$ cat src/vic_pkg.sv
// Package for the vectored interrupt controller: constants, register map and carrier types
package vic_pkg;
   localparam int         NUM_SRC        = 14;
   localparam int         PC_W           = 13;
   localparam int         ADDR_W         = 8;
   localparam int         IDX_W          = 4;
   // Slot indices (vector = 4 * (index + 1))
   localparam logic [3:0] SLOT_GROUP5    = 4'hd;
   // Register byte offsets
   localparam logic [7:0] OFS_CTRL       = 8'h00;
   localparam logic [7:0] OFS_FLAGS      = 8'h04;
   localparam logic [7:0] OFS_ENABLES    = 8'h08;
   localparam logic [7:0] OFS_T2         = 8'h0c;
   localparam logic [7:0] OFS_STATUS     = 8'h10;
   // Field positions
   localparam int         CTRL_GIE_BIT   = 0;
   localparam int         T2_CMPA_F_BIT  = 5;
   localparam int         T2_CMPP_F_BIT  = 4;
   localparam int         T2_CMPA_E_BIT  = 1;
   localparam int         T2_CMPP_E_BIT  = 0;
   localparam int         STAT_FSM_LSB   = 0;
   localparam int         STAT_IDX_LSB   = 4;
   localparam int         STAT_PEND_BIT  = 8;
   // Reset values
   localparam logic [13:0] FLAGS_RST     = 14'h0000;
   localparam logic [13:0] EN_RST        = 14'h0000;
   localparam logic        GIE_RST       = 1'b0;

   typedef enum logic [1:0] {
      ST_IDLE = 2'b00,
      ST_PUSH = 2'b01,
      ST_LOAD = 2'b10
   } vic_fsm_t;

   typedef struct packed {
      logic t2_cmpa_match_flag;
      logic t2_cmpp_match_flag;
      logic t2_cmpa_match_en;
      logic t2_cmpp_match_en;
   } vic_t2_t;

   typedef struct packed {
      logic              psel;
      logic              penable;
      logic              pwrite;
      logic [ADDR_W-1:0] paddr;
      logic [31:0]       pwdata;
   } vic_apb_req_t;

   typedef struct packed {
      logic [31:0] prdata;
      logic        pready;
      logic        pslverr;
   } vic_apb_rsp_t;

   typedef struct packed {
      logic            instr_boundary;
      logic            return_from_irq_instr;
      logic            stack_full;
      logic [PC_W-1:0] next_pc;
   } vic_cpu_req_t;

   typedef struct packed {
      logic            busy;
      logic            stack_push;
      logic [PC_W-1:0] push_pc;
      logic            pc_load;
      logic [PC_W-1:0] vector_addr;
      logic            stack_pop;
      logic            wake;
   } vic_cpu_rsp_t;

   typedef struct packed {
      vic_fsm_t           fsm;
      logic               global_irq_enable;
      logic [13:0]        flags;
      logic [13:0]        en;
      vic_t2_t            t2;
      logic [IDX_W-1:0]   idx;
      logic [PC_W-1:0]    push_pc;
      logic [PC_W-1:0]    vector;
      logic               pop;
      logic               wake;
      logic [31:0]        prdata;
   } vic_state_t;
endpackage

$ cat src/vic_ctrl.sv
// Vectored fixed-priority interrupt controller with APB register access
//
// The register offsets and the APB interface to the registers were chosen for this implementation.
`timescale 1ns/1ps
// Overview of operation
// - A source event sets its request flag whether or not it is enabled.
// - A pending flag branches to its vector only when its enable is 1.
// - With the global enable at 0 no interrupt is taken.
// - Entry pushes the next instruction address, then loads the vector.
// - The return instruction pops the saved address from the stack.
// - Taking an interrupt clears the global enable automatically.
// - Requests arriving while blocked still set and hold their flags.
// - No request is acknowledged while the hardware stack is full.
// - Simultaneous requests are served lowest vector first, 04H highest, 38H lowest.
// - Vectors run 04H to 38H in steps of four, one per slot.
// - Any flag becoming set wakes the device; an already set flag does not.
// - Timer-2 register: compare A flag bit 5, compare P flag bit 4.
// - Timer-2 register: compare A enable bit 1, compare P enable bit 0.
// - Slot flags clear on service; timer-2 member flags stay set for software.
// - A member flag becoming set while its member enable is 1 sets its group flag, requesting the group vector.
// - Group service clears only the group flag, never the member flags.
// - Direct sources clear their own flag and the global enable on service.
module vic_ctrl (
   // Clock and reset
   input  wire  logic                  sys_clk,
   input  wire  logic                  rst,
   // APB register port
   input  wire  vic_pkg::vic_apb_req_t apb_req,
   output       vic_pkg::vic_apb_rsp_t apb_rsp,
   // Peripheral events, one-cycle pulses per slot
   input  wire  logic [13:0]           src_evt,
   input  wire  logic                  t2_cmpa_match_evt,
   input  wire  logic                  t2_cmpp_match_evt,
   // CPU fetch and stack side
   input  wire  vic_pkg::vic_cpu_req_t cpu_req,
   output       vic_pkg::vic_cpu_rsp_t cpu_rsp
);
   import vic_pkg::*;

   vic_state_t        st;
   vic_state_t        next_st;
   logic              wr_en;
   logic              rd_setup;
   logic              mapped;
   logic [13:0]       pend;
   logic              any_pend;
   logic [IDX_W-1:0]  sel_idx;
   logic              take;
   logic [13:0]       hw_set;
   logic              rise_a;
   logic              rise_p;

   // Lowest pending index has the highest priority
   function automatic logic [IDX_W-1:0] pick_idx(input logic [13:0] req);
      logic [IDX_W-1:0] r;
      r = '0;
      for (int i = NUM_SRC - 1; i >= 0; i--) begin
         if (req[i]) begin
            r = IDX_W'(i);
         end
      end
      return r;
   endfunction

   // Vector address of a slot: 04H for slot 0 up to 38H for slot 13
   function automatic logic [PC_W-1:0] vec_of(input logic [IDX_W-1:0] idx);
      return PC_W'({idx + 4'h1, 2'b00});
   endfunction

   function automatic logic is_mapped(input logic [ADDR_W-1:0] a);
      logic r;
      r = 1'b0;
      if (a == OFS_CTRL) begin
         r = 1'b1;
      end else if (a == OFS_FLAGS) begin
         r = 1'b1;
      end else if (a == OFS_ENABLES) begin
         r = 1'b1;
      end else if (a == OFS_T2) begin
         r = 1'b1;
      end else if (a == OFS_STATUS) begin
         r = 1'b1;
      end
      return r;
   endfunction

   assign wr_en    = apb_req.psel & apb_req.penable & apb_req.pwrite;
   assign rd_setup = apb_req.psel & ~apb_req.penable & ~apb_req.pwrite;
   assign mapped   = is_mapped(apb_req.paddr);
   assign pend     = st.flags & st.en;
   assign any_pend = |pend;
   assign sel_idx  = pick_idx(pend);
   assign take     = (st.fsm == ST_IDLE) & cpu_req.instr_boundary
                   & st.global_irq_enable & any_pend
                   & ~cpu_req.stack_full;

   always_comb begin
      vic_t2_t     t2_base;
      logic [13:0] fl_base;
      logic        gie_base;
      next_st  = st;
      t2_base  = st.t2;
      fl_base  = st.flags;
      gie_base = st.global_irq_enable;
      next_st.pop  = cpu_req.return_from_irq_instr;
      // Register writes
      if (wr_en && apb_req.paddr == OFS_CTRL) begin
         gie_base = apb_req.pwdata[CTRL_GIE_BIT];
      end else if (wr_en && apb_req.paddr == OFS_FLAGS) begin
         fl_base = apb_req.pwdata[13:0];
      end else if (wr_en && apb_req.paddr == OFS_ENABLES) begin
         next_st.en = apb_req.pwdata[13:0];
      end else if (wr_en && apb_req.paddr == OFS_T2) begin
         t2_base.t2_cmpa_match_flag = apb_req.pwdata[T2_CMPA_F_BIT];
         t2_base.t2_cmpp_match_flag = apb_req.pwdata[T2_CMPP_F_BIT];
         t2_base.t2_cmpa_match_en   = apb_req.pwdata[T2_CMPA_E_BIT];
         t2_base.t2_cmpp_match_en   = apb_req.pwdata[T2_CMPP_E_BIT];
      end
      // Member flags: set by event, never cleared by service
      next_st.t2 = t2_base;
      next_st.t2.t2_cmpa_match_flag = t2_base.t2_cmpa_match_flag | t2_cmpa_match_evt;
      next_st.t2.t2_cmpp_match_flag = t2_base.t2_cmpp_match_flag | t2_cmpp_match_evt;
      rise_a = next_st.t2.t2_cmpa_match_flag & ~st.t2.t2_cmpa_match_flag;
      rise_p = next_st.t2.t2_cmpp_match_flag & ~st.t2.t2_cmpp_match_flag;
      hw_set = src_evt;
      hw_set[SLOT_GROUP5] = src_evt[SLOT_GROUP5]
                          | (rise_a & next_st.t2.t2_cmpa_match_en)
                          | (rise_p & next_st.t2.t2_cmpp_match_en);
      // Interrupt entry
      if (take) begin
         fl_base[sel_idx]  = 1'b0;
         gie_base          = 1'b0;
         next_st.idx       = sel_idx;
         next_st.push_pc   = cpu_req.next_pc;
         next_st.vector    = vec_of(sel_idx);
         next_st.fsm       = ST_PUSH;
      end else if (st.fsm == ST_PUSH) begin
         next_st.fsm = ST_LOAD;
      end else if (st.fsm == ST_LOAD) begin
         next_st.fsm = ST_IDLE;
      end
      // Set wins over any clear in the same cycle
      next_st.flags = fl_base | hw_set;
      next_st.global_irq_enable = gie_base;
      next_st.wake = (|(next_st.flags & ~st.flags)) | rise_a | rise_p;
      // Read data captured in the setup phase
      if (rd_setup) begin
         next_st.prdata = '0;
         if (apb_req.paddr == OFS_CTRL) begin
            next_st.prdata[CTRL_GIE_BIT] = st.global_irq_enable;
         end else if (apb_req.paddr == OFS_FLAGS) begin
            next_st.prdata[13:0] = st.flags;
         end else if (apb_req.paddr == OFS_ENABLES) begin
            next_st.prdata[13:0] = st.en;
         end else if (apb_req.paddr == OFS_T2) begin
            next_st.prdata[T2_CMPA_F_BIT] = st.t2.t2_cmpa_match_flag;
            next_st.prdata[T2_CMPP_F_BIT] = st.t2.t2_cmpp_match_flag;
            next_st.prdata[T2_CMPA_E_BIT] = st.t2.t2_cmpa_match_en;
            next_st.prdata[T2_CMPP_E_BIT] = st.t2.t2_cmpp_match_en;
         end else if (apb_req.paddr == OFS_STATUS) begin
            next_st.prdata[STAT_FSM_LSB +: 2]     = st.fsm;
            next_st.prdata[STAT_IDX_LSB +: IDX_W] = st.idx;
            next_st.prdata[STAT_PEND_BIT]         = any_pend;
         end
      end
   end

   always_ff @(posedge sys_clk or posedge rst) begin
      if (rst) begin
         st                   <= '0;
         st.fsm               <= ST_IDLE;
         st.global_irq_enable <= GIE_RST;
         st.flags             <= FLAGS_RST;
         st.en                <= EN_RST;
      end else begin
         st <= next_st;
      end
   end

   // Outputs
   assign apb_rsp.prdata      = st.prdata;
   assign apb_rsp.pready      = 1'b1;
   assign apb_rsp.pslverr     = apb_req.psel & apb_req.penable & ~mapped;
   assign cpu_rsp.busy        = (st.fsm != ST_IDLE);
   assign cpu_rsp.stack_push  = (st.fsm == ST_PUSH);
   assign cpu_rsp.push_pc     = st.push_pc;
   assign cpu_rsp.pc_load     = (st.fsm == ST_LOAD);
   assign cpu_rsp.vector_addr = st.vector;
   assign cpu_rsp.stack_pop   = st.pop;
   assign cpu_rsp.wake        = st.wake;
endmodule // vic_ctrl

$ cat config.mk
export PLATFORM = sky130hd
export DESIGN_NAME = vic_ctrl
export DESIGN_NICKNAME = d
export VERILOG_FILES = /design/src/vic_pkg.sv /design/src/vic_ctrl.sv
export SDC_FILE = /design/constraint.sdc
export NUM_CORES = 1
export LEC_CHECK = 0
export BUFFER_PORTS_ARGS = -buffer_cell sky130_fd_sc_hd__buf_2
export CAP_MARGIN = 5
export CORE_MARGIN = 3
export CORE_UTILIZATION = 40
export DETAILED_ROUTE_END_ITERATION = 10
export PLACE_DENSITY = 0.75
export SYNTH_ARGS = -nofsm -noshare
export SYNTH_HDL_FRONTEND = slang
export SYNTH_SLANG_ARGS = --single-unit
$ cat constraint.sdc
create_clock -name sys_clk -period 2.9 [get_ports sys_clk]
set_input_delay 0.29 -clock sys_clk [delete_from_list [all_inputs] [get_ports sys_clk]]
set_output_delay 0.29 -clock sys_clk [all_outputs]
set_load 0.02 [all_outputs]
Word-level counts from Yosys, hierarchy flattened

Index checks and enable logic that the tools add are counted.

Bits of input ports: 77
Register bits after elaboration: 72
Output and inout bits: 65
Word-level logic and storage cells: 114

Reductions and logical operators: 13
Mux-type cells: 45
Add/subtract/negate cells: 1
Bitwise logic cells: 33
Magnitude comparators: 2
Eq/ne operators: 6

Operators by type and width:

| kind                  | number |
|---|---|
| $mux W4               | 18 |
| $mux W14              | 4 |
| $and A14 B14 Y14      | 3 |
| $not A14 Y14          | 2 |
| $reduce_or A14 Y1     | 2 |
| $eq A8 B4 Y1 const B  | 2 |
| $mux W2               | 8 |
| $mux W5               | 3 |
| $or A14 B14 Y14       | 1 |
| $and A1 B1 Y1         | 13 |
| $mux W13              | 1 |
| $mux W1               | 9 |
| $eq A8 B3 Y1 const B  | 1 |
| $eq A8 B5 Y1 const B  | 1 |
| $logic_not A8 Y1      | 1 |
| $not A1 Y1            | 8 |
| $or A1 B1 Y1          | 6 |
| $logic_and A1 B1 Y1   | 5 |
| $lt A4 B5 Y1 const B  | 1 |
| $add A4 B1 Y4 const B | 1 |
| $demux W1 S4          | 1 |
| $ge A4 B1 Y1 const B  | 1 |
| $reduce_bool A2 Y1    | 2 |
| $mux W3               | 1 |
| 5 further kinds       | 5 |

Longest topological paths before layout

Gate-level depths: netlist (run 1).

Depth after elaboration: 27
Gate-level depth with buffers: 14
Depth with buffers taken out: 14

Worst setup path after synthesis (run 1)

Ideal clock, no wire load.

Path type: register to register
Start point: reg st[94] in the netlist's numbering
End point: reg st (netlist bit cpu_rsp[0])
Path buffers: 0
Arrival time: 2.513 ns
Setup time: 0.138 ns
Path slack: 0.249 ns
Period minus slack after synthesis: 2.651 ns
Cell stages (with the launch flop): 14
Required time: 2.762 ns
Path through: dfrtp_1 nand2_1 a32o_1 a22o_1 a22oi_1 o21ai_0 nand2_1 ha_1 nand2_1 nor2_1 o32ai_1 nor4_2 a31oi_1 or4_1

RTL lines:

| what                   | line            | RTL |
|---|---|---|
| from (decl)            | vic_ctrl.sv:40  | `vic_state_t st;` |
| from (signal assigned) | vic_ctrl.sv:176 | `st <= next_st;` |

==> results of run 1 <==
==> final cells by class <==
cell class                 count  area [um2]  area share
tap                          136         170      0.0317
clock inverter                 7        71.3      0.0133
multi-input combinational    295        2190       0.409
sequential                    72        1810       0.337
clock buffer                   9         124      0.0231
inverter                      29         114      0.0212
timing repair buffer         147         886       0.165
==> cell families after synthesis <==
logic type / after synthesis / share of synthesized area
adder cells (fa/ha/maj): 7 / 0.0204
AO/OA/AOI/OAI: 92 / 0.139
flip-flops: 72 / 0.420
AND/OR/NAND/NOR: 114 / 0.137
XOR/XNOR: 2 / 0.00408
multiplexers: 52 / 0.130
buffers and inverters: 104 / 0.148
other: 2 / 0.00175
==> per-layer routing <==
layer / share of wire / routed length, um / global-route usage
met1: 0.44 / 5040 / 0.267
met3: 0.084 / 976 / 0.0476
met5: 0 / 0 / 0
met2: 0.44 / 5130 / 0.283
met4: 0.036 / 416 / 0.0810
==> final timing paths <==
check                                  from     endpoint  slack, ns
worst max-delay path                 st[86]   cpu_rsp[0]    -0.0006
max in group asynchronous               rst       st[92]       1.87
worst min-delay path            cpu_req[14]   cpu_rsp[1]       0.03
worst min register to register   apb_rsp[5]   apb_rsp[5]       0.48
worst max register to register       st[86]   cpu_rsp[0]    -0.0006
min in group asynchronous               rst  cpu_rsp[22]       0.20
==> cell usage in the layout, fill, tap and decap left out, types with 9 or more instances in the layout <==
| master | n |
|---|---|
| nor2_1 | 17 |
| buf_4 | 49 |
| conb_1 | 28 |
| buf_2 | 95 |
| mux2i_1 | 21 |
| dfrtp_1 | 69 |
| inv_1 | 26 |
| clkbuf_8 | 9 |
| o21ai_0 | 32 |
| a21oi_1 | 13 |
| mux2_2 | 31 |
| nand2_1 | 37 |
==> critical path, stage by stage, from the launching register on <==
cell and delay (ns):
dfrtp_2 0.46, a22oi_1 0.25, nand2_1 0.11, o21ai_2 0.16, nand2_2 0.14, inv_4 0.11, ha_4 0.16, nand2_8 0.07
nor2_4 0.14, nor4b_2 0.06, or4_1 0.54, or4_4 0.55
==> power by group through the flow <==
stage	logic, mW	clock network (mW)	registers, mW
global route	0.272	0.880	1.01
floorplan	0.150	0	1.03
CTS	0.212	0.825	1.01
global placement	0.200	0	1.03
detailed placement	0.205	0	1.03
finish	0.248	0.804	1.01
==> stage by stage <==
step	setup WS [ns]	setup TNS, ns
floorplan	0.249	0
global placement	-0.120	-0.120
detailed placement	-0.164	-0.164
CTS	0.00410	0
global route	-0.0534	-0.0534
finish	-0.000591	-0.000591
==> timing repair <==
item	in CTS	in global routing
setup endpoints to repair	1	1
setup buffers	0	9
resized for setup	20	40
pin swaps	3	22
hold endpoints to repair	0	0
==> flip-flops by register name (all words and copies together) (netlist names) <==
name,flops
apb_rsp,14
cpu_rsp,19
st,39
==> metrics.txt, run 1 <==
status=finished with violations; violated checks=negative setup slack; placed cell area=4860 um2; count leader, synth=dfrtp_1; WS Path Type=register to register; Row Count=37; Die Width=110 um; top cell type's share of synthesized area=0.420; H-tree depth=3; setup violators final=1; TritonCTS clock tree=built; syn avg cell area=9.65 um2; max-cap viol count=0; switching share of total power=0.275; Fin. Hold Viols=0; cell count after synthesis=445; sw power=568 uW; Pwr Total=2.06 mW; Setup Skew=0.00864 ns; Non-Filler Instances=695; Worst Path Max Fanout=5; cts bufs inserted=9; Synth-to-Final Area Change=25.0%; gpl congestion=0.936; vias in the first global route=3420; crit path DAT=3.13 ns; Hold/Removal Path Class=input pin to register; DIE HEIGHT=110 um; Final Util=0.517; I/O pin cnt=142; Via Count=3615; clock slew at reported path FFs=0.08 ns; final worst path period need=2.90 ns; clock share of power=0.390; Routed Antenna Nets=0; ys flop type=dfrtp_1; vias per cell=5.20; Core ar.=10400 um2; layout cell share with drive strength beyond 1=0.420; Min Hold Slack=0.0349 ns; # fillers=933; power share of the combinational group=0.120; Reg2Reg Depth=11; asr flop ratio synth=1.00; Netlist cell types=51; drt wl/cell=16.6 um; HPWL after detailed placement=8670 um; Pre-antenna DRT Iters=5; sequential group share of total power=0.491; diodes inserted=0; Worst Hold Depth=1; Lkg Pwr=2.63 nW; CTS max path bufs=2; Max Fclk=345 MHz; Int Pwr=1.50 mW; die area=12000 um2; Clock Latency Late Sink=0.37 ns; initial antenna violation count=0; Residual DRC=0; yosys warns=0; Req. time, crit path=3.13 ns; cell area after layout=5370 um2; Synth Cell Area=4290 um2; Slew HR=0.259; initial cell density of the core=0.414; power density over the cells=385 nW/um2; DRT iter0 DRCs=249; Commonest cells post-synth=dfrtp_1, buf_4, nand2_1; Slew Limit Fails=0; slack of the critical path=-0.000591 ns; GRT Util Overall=0.192; Post-synth EDFFs=0; Hold Buf Count CTS=0; largest net degree at the start of global routing=54; # placed instances=671; Root Driver=clkbuf_8; Final period util=1.00; maximum VDD drop=0.158 mV; Sink Count=72; slew at the pin closest to its max-slew limit=1.11 ns; first-pass GRT wire length=17400 um; Synth Register Bits=72; Total Wirelength=11600 um; Final Net Count=638; Congestion Overflow GR=0; Yosys top cell by area=dfrtp_1; Seq/Total Area, Yosys=0.420; launching element type of the critical path=register; Port Buf Inserts=95; CP Capture Type=register; largest cells by area after synthesis=dfrtp_1, buf_4, mux2_2, mux2i_1, o21ai_0
Note: power is estimated with default switching activity, not from simulation.
==> run 2: changes to the inputs <==
- BUFFER_PORTS_ARGS: -buffer_cell sky130_fd_sc_hd__buf_2 -> default
- DONT_BUFFER_PORTS: default -> 1
- PLACE_DENSITY: 0.75 -> 0.63
- SETUP_SLACK_MARGIN: default -> 0.1
- SKIP_CTS_REPAIR_TIMING: default -> 1
==> run 2 against run 1 <==
The flow now finishes without violations. Flip-flop and latch count unchanged. Setup slack improved by 0.026 ns. Via count is 10% lower. Final cell count shrank 15%. Clock power up 1%. Clock skew up 0.0028 ns. Non-clock buffer count fell by 102. Combinational power is 25% lower. Critical endpoint unchanged. Highest routed layer unchanged.
==> metrics.txt, run 2 (synthesis gave the netlist of run 1 again) <==
Pre-antenna DRT Iters=6 (was 5); Req. time, crit path=3.12 ns (was 3.13 ns); vias per cell=5.46 (was 5.20); CP bufs+invs=0 (was 1); biggest cell delay along the critical path=0.55 ns (about the same); largest net degree at the start of global routing=40 (was 54); routed length on met3=998 um (was 976 um); CP Cell Sequence=nand2_1 > a32o_1 > a22o_1 > a22oi_2 > o21ai_2 > nand2_4 > ha_4 > nand2_4 > nor2_4 > o32ai_1 > nor4_2 > a31oi_1 > or4_4 (was a22oi_1 > nand2_1 > o21ai_2 > nand2_2 > inv_4 > ha_4 > nand2_8 > nor2_4 > nor4b_2 > or4_1 > or4_4); cell family contributing the most delay on the critical path=simple AND/OR/NAND/NOR gates (unchanged); initial antenna violation count=0 (unchanged); Most Frequent Cell on Critical Path=nand2_4; Setup Skew=0.0115 ns (was 0.00864 ns); Fin. Hold Viols=0 (unchanged); CTS max path bufs=2 (unchanged); Hold/Removal Path Class=input pin to register (unchanged); maximum VDD drop=0.179 mV (was 0.158 mV); HPWL after detailed placement=8660 um (was 8670 um); I/O pin cnt=142 (unchanged); GRT Util Overall=0.183 (was 0.192); drt wl/cell=19.0 um (was 16.6 um); launching element type of the critical path=register (unchanged); power density over the cells=418 nW/um2 (was 385 nW/um2); Top Layer Used=met4 (unchanged); DIE HEIGHT=110 um (unchanged); final worst path period need=2.87 ns (was 2.90 ns); cell area after layout=4820 um2 (was 5370 um2); Final Net Count=536 (was 638); commonest non-fill, non-tap cells in the layout=dfrtp_1, buf_4, nand2_1 (was buf_2, dfrtp_1, buf_4); crit path DAT=3.09 ns (was 3.13 ns); clock slew at reported path FFs=0.07 ns (was 0.08 ns); Port Buf Inserts=0 (was 95); slack of the critical path=0.0253 ns (was -0.000591 ns); # placed instances=573 (was 671); die area=12000 um2 (unchanged); max FFs per register=39 (unchanged); Routed Antenna Nets=0 (unchanged); slowest cell on the critical path=or4_4 (unchanged); TritonCTS clock tree=built (unchanged); Slew HR=0.420 (was 0.259); Core ar.=10400 um2 (unchanged); WS Path Type=register to register (unchanged); Die Width=110 um (unchanged); Final Util=0.465 (was 0.517); RSZ-0062 raised after global routing=yes; H-tree depth=3 (unchanged); gpl congestion=0.913 (was 0.936); Row Count=37 (unchanged); Placement Setup Slack=-0.206 ns (was -0.164 ns); Congestion Overflow GR=0 (unchanged); Total Wirelength=11300 um (was 11600 um); setup violators final=0 (was 1); Slew Limit Fails=0 (unchanged); Lkg Pwr=2.18 nW (was 2.63 nW); Non-Filler Instances=593 (was 695); setup slack, reg-to-reg=0.03 ns (was -0.0006 ns); placed cell area=4360 um2 (was 4860 um2); commonest non-fill, non-tap cell in the layout=dfrtp_1 (was buf_2); Sink Count=72 (unchanged); CP Capture Type=register (unchanged); Worst Path Max Fanout=4 (was 5); met2 WL post-DR=5270 um (was 5130 um); slew at the pin closest to its max-slew limit=0.866 ns (was 1.11 ns); Via Count=3237 (was 3615); status=finished clean (was finished with violations); Root Driver=clkbuf_8 (unchanged); max-cap viol count=0 (unchanged); M1 wire length=4750 um (was 5040 um); Clock Latency Late Sink=0.36 ns (was 0.37 ns); initial cell density of the core=0.414 (unchanged); DRT iter0 DRCs=182 (was 249); vias in the first global route=3082 (was 3420); first-pass GRT wire length=16400 um (was 17400 um); Min Hold Slack=0.0487 ns (was 0.0349 ns); Final period util=0.991 (was 1.00); cts bufs inserted=9 (unchanged); layout cell share with drive strength beyond 1=0.274 (was 0.420); Max Fclk=348 MHz (was 345 MHz); Synth-to-Final Area Change=12.2% (was 25.0%); diodes inserted=0 (unchanged); Most flops, register=st (unchanged); Residual DRC=0 (unchanged)
==> run 2: changes by cell type in the layout (fill, tap and decap cells not counted), sizes merged <==
cell,before,now
inv,30,29
dlygate4sd3,0,2
clkinv,5,2
buf,147,43
clkbuf,9,13
==> run 2: metal layers <==
metal  vias to the layer above  GRT usage
met5                         -          0
met4                         0     0.0810
met1                      1594      0.237
li1                       1484          -
met2                       140      0.285
met3                        19     0.0523
==> run 2: where the power goes <==
part	internal (mW)	switching, mW
logic	0.0574	0.127
registers	1.01	0.00683
clock network	0.443	0.373
==> run 2: final timing paths <==
path / startpoint / end / depth (start not counted)
setup / recovery: st[80] / cpu_rsp[0] / 13
hold / removal: src_evt[4] / st[86] / 1
setup reg to reg: st[80] / cpu_rsp[0] / 13
hold reg to reg: st[60] / st[60] / 2
max in group asynchronous: rst / st[93] / 3
min in group asynchronous: rst / cpu_rsp[25] / 2
==> run 2: per-stage QoR <==
step / total power [mW] / TNS (ns)
4_1_cts: 2.00 / -0.219
3_5_place_dp: 1.19 / -0.206
5_1_grt: 2.10 / -0.0391
3_3_place_gp: 1.18 / -0.184
6_report: 2.02 / 0
2_1_floorplan: 1.18 / 0
==> run 2: final cells by class <==
cell class	count	area (um2)
timing repair buffer	45	355
clock inverter	3	40.0
fill	965	5550
sequential	72	1800
multi-input combinational	295	2180
clock buffer	13	159
tap	136	170
inverter	29	111
